### config.mk
export PLATFORM = sky130hd
export DESIGN_NAME = drive_powerup_calibration_sequencer
export DESIGN_NICKNAME = d
export VERILOG_FILES = /design/src/hdl/drive_seq_pkg.sv /design/src/hdl/drive_powerup_calibration_sequencer.sv
export SDC_FILE = /design/constraint.sdc
export NUM_CORES = 2
export LEC_CHECK = 0
export BUFFER_PORTS_ARGS = -buffer_cell sky130_fd_sc_hd__buf_2
export CAP_MARGIN = 20
export CORE_MARGIN = 2
export CORE_UTILIZATION = 55
export CTS_CLUSTER_SIZE = 28
export DETAILED_ROUTE_END_ITERATION = 8
export PLACE_DENSITY = 0.77
export RECOVER_POWER = 50
export SLEW_MARGIN = 10
export SYNTH_ARGS = -nofsm -noshare
export SYNTH_HDL_FRONTEND = slang
export SYNTH_SLANG_ARGS = --single-unit
export TNS_END_PERCENT = 30
### constraint.sdc
create_clock -name clk -period 41 [get_ports clk]
set_clock_uncertainty 0.1 [all_clocks]
set_input_delay 2.05 -clock clk [delete_from_list [all_inputs] [get_ports clk]]
set_output_delay 2.05 -clock clk [all_outputs]
set_load 0.005 [all_outputs]
### src/hdl/drive_seq_pkg.sv
package drive_seq_pkg;

    // Clock rate and start-up timing.
    localparam int CLK_HZ = 40_000_000;
    localparam int SEC_PER_MIN = 60;
    localparam int RECAL_MINUTES = 30;
    localparam int RECAL_SECONDS = RECAL_MINUTES * SEC_PER_MIN;
    localparam int SPINDLE_RPM = 7_200;
    localparam longint REV_CYCLES_L = longint'(CLK_HZ) * SEC_PER_MIN / SPINDLE_RPM;

    // Counter widths.
    localparam int SEC_W = 26;
    localparam int RSEC_W = 11;
    localparam int PER_W = 20;

    // Compensation tables: one entry per radial area.
    localparam int AREAS = 14;
    localparam int IDX_W = 4;
    localparam int CUR_W = 16;
    localparam int GAIN_W = 16;
    localparam int GAIN_FRAC = 12;
    localparam logic [GAIN_W-1:0] GAIN_ONE = 16'h1000;
    localparam logic [CUR_W-1:0] FORCE_RESET = 16'h0000;

    typedef enum logic [2:0] {
        STEP_BUS_TEST, STEP_REG_TEST, STEP_RAM_TEST, STEP_BUF_TEST,
        STEP_UNLOCK, STEP_SEEK_SA, STEP_READ_SA, STEP_CAL
    } step_kind_type;

    typedef enum logic [3:0] {
        ST_BUS, ST_REG, ST_RAM, ST_SPIN, ST_BUF, ST_WAIT_SPEED, ST_UNLOCK,
        ST_SEEK_SA, ST_READ_SA, ST_CAL, ST_READY, ST_HOST, ST_FAIL
    } seq_state_type;

    typedef struct packed {
        logic req;
        step_kind_type kind;
    } step_cmd_type;

    typedef struct packed {
        logic failed;
        step_kind_type at;
    } fail_type;

    typedef struct packed {
        logic we;
        logic [IDX_W-1:0] idx;
        logic [CUR_W-1:0] force_val;
        logic [GAIN_W-1:0] gain;
    } comp_wr_type;

endpackage

### src/hdl/drive_powerup_calibration_sequencer.sv
`timescale 1ns/100ps
module drive_powerup_calibration_sequencer
    import drive_seq_pkg::*;
#(
    parameter int SEC_CYCLES = CLK_HZ,
    parameter int REV_CYCLES = int'(REV_CYCLES_L)
)
(
    input wire logic clk,
    input wire logic sys_rst,
    output step_cmd_type step_cmd,
    input wire logic step_done,
    input wire logic step_ok,
    output logic spindle_on,
    output logic host_bus_en,
    output logic ready,
    output logic cal_abort,
    output logic host_cmd_go,
    output fail_type fail_status,
    input wire logic host_cmd_req,
    input wire logic host_cmd_done,
    input comp_wr_type comp_wr,
    input wire logic [IDX_W-1:0] area_idx,
    input wire logic signed [CUR_W-1:0] cmd_current,
    output logic signed [CUR_W-1:0] actuator_current,
    input wire logic spindle_at_speed_pin,
    input wire logic phase_pulse_pin,
    input wire logic servo_mark_pin,
    output logic speed_up,
    output logic speed_down,
    output logic [PER_W-1:0] last_period
);

    // Clamps a wide signed sum into the actuator current range.
    function automatic logic signed [CUR_W-1:0] sat_cur(input logic signed [CUR_W+1:0] v);
        logic signed [CUR_W+1:0] hi;
        logic signed [CUR_W+1:0] lo;
        hi = (CUR_W+2)'(2 ** (CUR_W - 1) - 1);
        lo = -(CUR_W+2)'(2 ** (CUR_W - 1));
        if (v > hi)
            sat_cur = hi[CUR_W-1:0];
        else if (v < lo)
            sat_cur = lo[CUR_W-1:0];
        else
            sat_cur = v[CUR_W-1:0];
    endfunction

    seq_state_type state_r, state_nxt;
    step_cmd_type step_r, step_nxt;
    fail_type fail_r, fail_nxt;
    logic spin_r, spin_nxt;
    logic bus_en_r, bus_en_nxt;
    logic ready_r, ready_nxt;
    logic abort_r, abort_nxt;
    logic go_r, go_nxt;
    logic cal_due_r, cal_due_nxt;
    logic [SEC_W-1:0] sec_cnt_r, sec_cnt_nxt;
    logic [RSEC_W-1:0] rsec_cnt_r, rsec_cnt_nxt;
    logic recal_tick_r, recal_tick_nxt;
    logic [2:0] sync1_r, sync2_r, prev_r;
    logic [PER_W-1:0] per_cnt_r, per_cnt_nxt;
    logic [PER_W-1:0] period_r, period_nxt;
    logic up_r, up_nxt, down_r, down_nxt;
    logic signed [CUR_W-1:0] force_tbl [AREAS];
    logic [GAIN_W-1:0] gain_tbl [AREAS];
    logic signed [CUR_W-1:0] act_r, act_nxt;
    logic at_speed;
    logic speed_edge;
    logic tbl_we;

    assign at_speed = sync2_r[0];

    // Main start-up and calibration sequence; each step is a held request.
    always_comb
    begin
        state_nxt = state_r;
        step_nxt = step_r;
        fail_nxt = fail_r;
        spin_nxt = spin_r;
        bus_en_nxt = bus_en_r;
        ready_nxt = ready_r;
        abort_nxt = 1'b0;
        go_nxt = go_r;
        cal_due_nxt = cal_due_r | recal_tick_r;
        unique case (state_r)
            ST_BUS, ST_REG, ST_RAM, ST_BUF, ST_UNLOCK, ST_SEEK_SA, ST_READ_SA, ST_CAL:
            begin
                if (!step_r.req)
                begin
                    step_nxt.req = 1'b1;
                    unique case (state_r)
                        ST_BUS: step_nxt.kind = STEP_BUS_TEST;
                        ST_REG: step_nxt.kind = STEP_REG_TEST;
                        ST_RAM: step_nxt.kind = STEP_RAM_TEST;
                        ST_BUF: step_nxt.kind = STEP_BUF_TEST;
                        ST_UNLOCK: step_nxt.kind = STEP_UNLOCK;
                        ST_SEEK_SA: step_nxt.kind = STEP_SEEK_SA;
                        ST_READ_SA: step_nxt.kind = STEP_READ_SA;
                        default: step_nxt.kind = STEP_CAL;
                    endcase
                end
                else if (state_r == ST_CAL && ready_r && host_cmd_req)
                begin
                    // Periodic calibration yields at once to a host command.
                    step_nxt.req = 1'b0;
                    abort_nxt = 1'b1;
                    go_nxt = 1'b1;
                    cal_due_nxt = 1'b1;
                    state_nxt = ST_HOST;
                end
                else if (step_done)
                begin
                    step_nxt.req = 1'b0;
                    if (!step_ok && !ready_r)
                    begin
                        fail_nxt.failed = 1'b1;
                        fail_nxt.at = step_r.kind;
                        spin_nxt = 1'b0;
                        state_nxt = ST_FAIL;
                    end
                    else
                    begin
                        unique case (state_r)
                            ST_BUS: state_nxt = ST_REG;
                            ST_REG: state_nxt = ST_RAM;
                            ST_RAM: state_nxt = ST_SPIN;
                            ST_BUF: state_nxt = ST_WAIT_SPEED;
                            ST_UNLOCK: state_nxt = ST_SEEK_SA;
                            ST_SEEK_SA: state_nxt = ST_READ_SA;
                            ST_READ_SA: state_nxt = ST_CAL;
                            default:
                            begin
                                ready_nxt = 1'b1;
                                state_nxt = ST_READY;
                            end
                        endcase
                    end
                end
            end
            ST_SPIN:
            begin
                spin_nxt = 1'b1;
                bus_en_nxt = 1'b1;
                state_nxt = ST_BUF;
            end
            ST_WAIT_SPEED:
            begin
                if (at_speed)
                    state_nxt = ST_UNLOCK;
            end
            ST_READY:
            begin
                if (host_cmd_req)
                begin
                    go_nxt = 1'b1;
                    state_nxt = ST_HOST;
                end
                else if (cal_due_r)
                begin
                    cal_due_nxt = recal_tick_r;
                    state_nxt = ST_CAL;
                end
            end
            ST_HOST:
            begin
                if (host_cmd_done)
                begin
                    go_nxt = 1'b0;
                    state_nxt = ST_READY;
                end
            end
            ST_FAIL:
            begin
                spin_nxt = 1'b0;
            end
            default:
            begin
                state_nxt = ST_FAIL;
            end
        endcase
    end

    // Registers the sequence state.
    always_ff @(posedge clk or posedge sys_rst)
    begin
        if (sys_rst)
        begin
            state_r <= ST_BUS;
            step_r <= '{req: 1'b0, kind: STEP_BUS_TEST};
            fail_r <= '{failed: 1'b0, at: STEP_BUS_TEST};
            spin_r <= 1'b0;
            bus_en_r <= 1'b0;
            ready_r <= 1'b0;
            abort_r <= 1'b0;
            go_r <= 1'b0;
            cal_due_r <= 1'b0;
        end
        else
        begin
            state_r <= state_nxt;
            step_r <= step_nxt;
            fail_r <= fail_nxt;
            spin_r <= spin_nxt;
            bus_en_r <= bus_en_nxt;
            ready_r <= ready_nxt;
            abort_r <= abort_nxt;
            go_r <= go_nxt;
            cal_due_r <= cal_due_nxt;
        end
    end

    // Power-on elapsed timer: a seconds prescaler and a recalibration count.
    always_comb
    begin
        sec_cnt_nxt = sec_cnt_r + 1'b1;
        rsec_cnt_nxt = rsec_cnt_r;
        recal_tick_nxt = 1'b0;
        if (sec_cnt_r == SEC_W'(SEC_CYCLES - 1))
        begin
            sec_cnt_nxt = '0;
            rsec_cnt_nxt = rsec_cnt_r + 1'b1;
            if (rsec_cnt_r == RSEC_W'(RECAL_SECONDS - 1))
            begin
                rsec_cnt_nxt = '0;
                recal_tick_nxt = 1'b1;
            end
        end
    end

    // Registers the timer; it never stops, so the schedule stays tied to power-on.
    always_ff @(posedge clk or posedge sys_rst)
    begin
        if (sys_rst)
        begin
            sec_cnt_r <= '0;
            rsec_cnt_r <= '0;
            recal_tick_r <= 1'b0;
        end
        else
        begin
            sec_cnt_r <= sec_cnt_nxt;
            rsec_cnt_r <= rsec_cnt_nxt;
            recal_tick_r <= recal_tick_nxt;
        end
    end

    // Tables load only while a calibration step is running.
    assign tbl_we = comp_wr.we && state_r == ST_CAL && step_r.req
        && comp_wr.idx < IDX_W'(AREAS);

    // Per-area force and gain tables, refreshed from system area data.
    always_ff @(posedge clk or posedge sys_rst)
    begin
        if (sys_rst)
        begin
            for (int i = 0; i < AREAS; i++)
            begin
                force_tbl[i] <= FORCE_RESET;
                gain_tbl[i] <= GAIN_ONE;
            end
        end
        else if (tbl_we)
        begin
            force_tbl[comp_wr.idx] <= comp_wr.force_val;
            gain_tbl[comp_wr.idx] <= comp_wr.gain;
        end
    end

    // Scales the command by the gain ratio, then adds the balancing current.
    always_comb
    begin
        logic signed [CUR_W+GAIN_W:0] prod;
        logic signed [CUR_W+1:0] sum;
        logic [IDX_W-1:0] a;
        prod = '0;
        sum = '0;
        a = (area_idx < IDX_W'(AREAS)) ? area_idx : IDX_W'(AREAS - 1);
        prod = cmd_current * $signed({1'b0, gain_tbl[a]});
        sum = (CUR_W+2)'(prod >>> GAIN_FRAC) + (CUR_W+2)'(force_tbl[a]);
        act_nxt = sat_cur(sum);
    end

    // Two-stage synchronisers for the pin inputs.
    always_ff @(posedge clk or posedge sys_rst)
    begin
        if (sys_rst)
        begin
            sync1_r <= '0;
            sync2_r <= '0;
            prev_r <= '0;
        end
        else
        begin
            sync1_r <= {servo_mark_pin, phase_pulse_pin, spindle_at_speed_pin};
            sync2_r <= sync1_r;
            prev_r <= sync2_r;
        end
    end

    // Phase pulses before ready, servo marks after.
    assign speed_edge = ready_r ? (sync2_r[2] & ~prev_r[2]) : (sync2_r[1] & ~prev_r[1]);

    // Period measurement against the rated rotation period.
    always_comb
    begin
        per_cnt_nxt = (&per_cnt_r) ? per_cnt_r : per_cnt_r + 1'b1;
        period_nxt = period_r;
        up_nxt = up_r;
        down_nxt = down_r;
        if (!spin_r)
        begin
            per_cnt_nxt = '0;
            up_nxt = 1'b0;
            down_nxt = 1'b0;
        end
        else if (speed_edge)
        begin
            // Restart at one so the next capture equals the full spacing in clocks.
            per_cnt_nxt = PER_W'(1);
            period_nxt = per_cnt_r;
            up_nxt = per_cnt_r > PER_W'(REV_CYCLES);
            down_nxt = per_cnt_r < PER_W'(REV_CYCLES);
        end
    end

    // Registers speed control and the actuator current.
    always_ff @(posedge clk or posedge sys_rst)
    begin
        if (sys_rst)
        begin
            per_cnt_r <= '0;
            period_r <= '0;
            up_r <= 1'b0;
            down_r <= 1'b0;
            act_r <= '0;
        end
        else
        begin
            per_cnt_r <= per_cnt_nxt;
            period_r <= period_nxt;
            up_r <= up_nxt;
            down_r <= down_nxt;
            act_r <= act_nxt;
        end
    end

    assign step_cmd = step_r;
    assign fail_status = fail_r;
    assign spindle_on = spin_r;
    assign host_bus_en = bus_en_r;
    assign ready = ready_r;
    assign cal_abort = abort_r;
    assign host_cmd_go = go_r;
    assign actuator_current = act_r;
    assign speed_up = up_r;
    assign speed_down = down_r;
    assign last_period = period_r;
endmodule

==> results.ini <==
[placement]
io_buffer_count=116
routabilityCongestion=0.914
dp_cells=3897
pre_cts_slack_ps=27320
dp_hpwl_um=57000
place_area_um2=36300

[worst_setup_path]
end_kind=flop
worstPathArrival_ps=13550
critPathMaxStageDelay_ps=700
cp_slowest_cell=mux4_2
critPathLaunchType=input port
cp_max_fo=56
rrSetupSlack_ps=30820
cpMostUsedCell=inv_1
setup.worst_path.class=in -> reg
required_ps=41450

[route]
wl_per_cell_um=21.4
vias=23900
ant_nets=0
viasPerCell=5.95
drt_iter0_drc=1812
postRouteWirelength_um=85900
drc=0
drt_first_pass_iters=6

[finish]
syn_to_final_growth_pct=8.66
drive_above_1_share_pct=24.5
instances_no_fill=4014
final_core_util_pct=60.5
fin_area_um2=38100
final_nets=3497
multi_input_area_um2=19100
fill_cells=5042
final-seq-area_um2=14300

[clock_network]
htreeDepth=2
clock_latency_ps=620
post-cts-setup-buffers=0
clockBufferDepth=3
post_cts_resized=0
cts_tree=built
cts_buffers=58
clk_pin_slew_ps=60
cts_sinks=570
cts-root-buf=clkbuf_16
cts_hold_buf=0

[logic_synthesis]
synth_cell_types=94
avgSynthCellArea_um2=11.3
ys_top_cells_by_count=dfrtp_1 (556), mux2_2 (474), nand2_1 (350)
async_reset_ff_share_pct=100
synth.net_count=3479
synth_top_area_share_pct=39.6
syn_area_um2=35100
synth-seq-cells=570
yosys_warnings=0
synth_enable_flop_cells=0
synth.most_common_cell=dfrtp_1
synth.largest_area_cell=dfrtp_1
yosys_most_used_dff=dfrtp_1
ys_top_cells_by_area=dfrtp_1 (40%), mux2_2 (15%), fa_1 (11%), ha_1 (4.4%), nand2_1 (3.7%)
synth_cells=3095
yosysSeqAreaShare_pct=40.7

[min_path]
holdCritPathClass=reg -> reg

[timing]
finalCriticalPeriod_ps=13100
setup_tns_ps=0
fin_ws_ps=27900
fmax_mhz=76.3
fin_hold_ws_ps=249
drv_slew=518
setup_violations=0
worst_slew_pin_slew_ps=5280
relSlewSlack_pct=-254
hold_viol=0
finalCritPeriodShare_pct=32.0
rsz0062_at_grt=false

[pwr]
intPower_mw=1.06
power_density_nw_per_um2=40.2
seqPwrFrac_pct=39.0
power_switching_uw=475
combPwrFrac_pct=26.4
report.power.total_mw=1.53
p_leak_nw=18.7
power.share.clock_pct=34.6
netSwitchingFraction_pct=31.0
vdd_drop_max_mv=0.0399

[die]
row_count=92
die-area_um2=65900
start_util_pct=55.7
core_area_um2=63100
io_pins=117
die_w_um=257
fp.dieH_um=257

[outcome]
violations=capacitance limit, slew limit
status=finished with violations

[grt]
grt_overflow_total=0
grt_pass1_wl_um=139000
grt_usage_pct=26.5
antenna_found_initial=12
grt_pass1_vias=25600
grt_max_degree=202

[run]
drv_cap=12

-- critical path, delay by kind of cell --
| family | cells | cell delay [ps] |
|---|---|---|
| buf+inv | 9 | 1830 |
| xor+xnor | 3 | 570 |
| simple gates | 3 | 400 |
| fa+ha+maj | 8 | 3330 |
| mux | 2 | 960 |
| compound gates | 16 | 4320 |
-- flip-flops by register name (all words and copies together) (netlist names), 2 cells and up --
name and flops:
force_tbl 224, gain_tbl 224, sec_cnt_r 26, last_period 20
per_cnt_r 20, actuator_current 16, rsec_cnt_r 11, fail_status 4
state_r 4, step_cmd 4, sync1_r 3, sync2_r 3
prev_r 2
-- power groups by stage --
stage / combinational (mW) / sequential, mW / clock [mW]
4_1_cts: 0.407 / 0.598 / 0.539
3_3_place_gp: 0.390 / 0.607 / 0
6_report: 0.405 / 0.598 / 0.531
2_1_floorplan: 0.301 / 0.606 / 0
5_1_grt: 0.453 / 0.601 / 0.563
3_5_place_dp: 0.403 / 0.608 / 0
-- routing by layer --
layer	global-route usage [%]	part of all wire, %	vias up
met5	0	0.055	-
met4	12.2	4.4	8
met3	4.38	5.6	236
met2	43.9	49	790
met1	34.3	41	12300
li1	-	-	10500
-- cells by family after synthesis --
| family | share of synthesized area (%) |
|---|---|
| buf+inv | 5.12 |
| simple gates | 10.2 |
| flops | 40.7 |
| compound gates | 6.77 |
| mux | 19.7 |
| fa+ha+maj | 15.5 |
| xor+xnor | 2.04 |
-- final cells by class --
class                      count  share of cell area (%)
antenna                        8                  0.0525
inverter                     265                    2.61
clock inverter                24                   0.571
timing repair buffer         148                    2.00
sequential                   570                    37.4
multi-input combinational   2070                    50.0
clock buffer                  83                    4.53
tap                          846                    2.78
-- cell usage in the layout, fill, tap and decap left out, types with 40 or more instances in the layout --
cell type and n:
o21ai_0 59, fa_1 194, a21oi_1 71, mux2i_1 62, clkbuf_1 51, inv_1 264
xnor2_1 40, mux2_2 474, dfrtp_1 556, clkbuf_16 59, ha_1 124, nand2_1 349
buf_2 85, and2_1 112, nor2_1 86, nand3_1 54
-- worst paths after layout --
check	cells after the start	startpoint	to
worst max-delay path	41	area_idx[1]	actuator_current[14]
worst min-delay path	0	sync1_r[0]	sync2_r[0]
worst min register to register	0	sync1_r[0]	sync2_r[0]
max in group asynchronous	6	sys_rst	gain_tbl[7]
worst max register to register	36	gain_tbl[51]	actuator_current[14]
min in group asynchronous	2	sys_rst	sec_cnt_r[7]
Note: power is estimated with default switching activity, not from simulation.
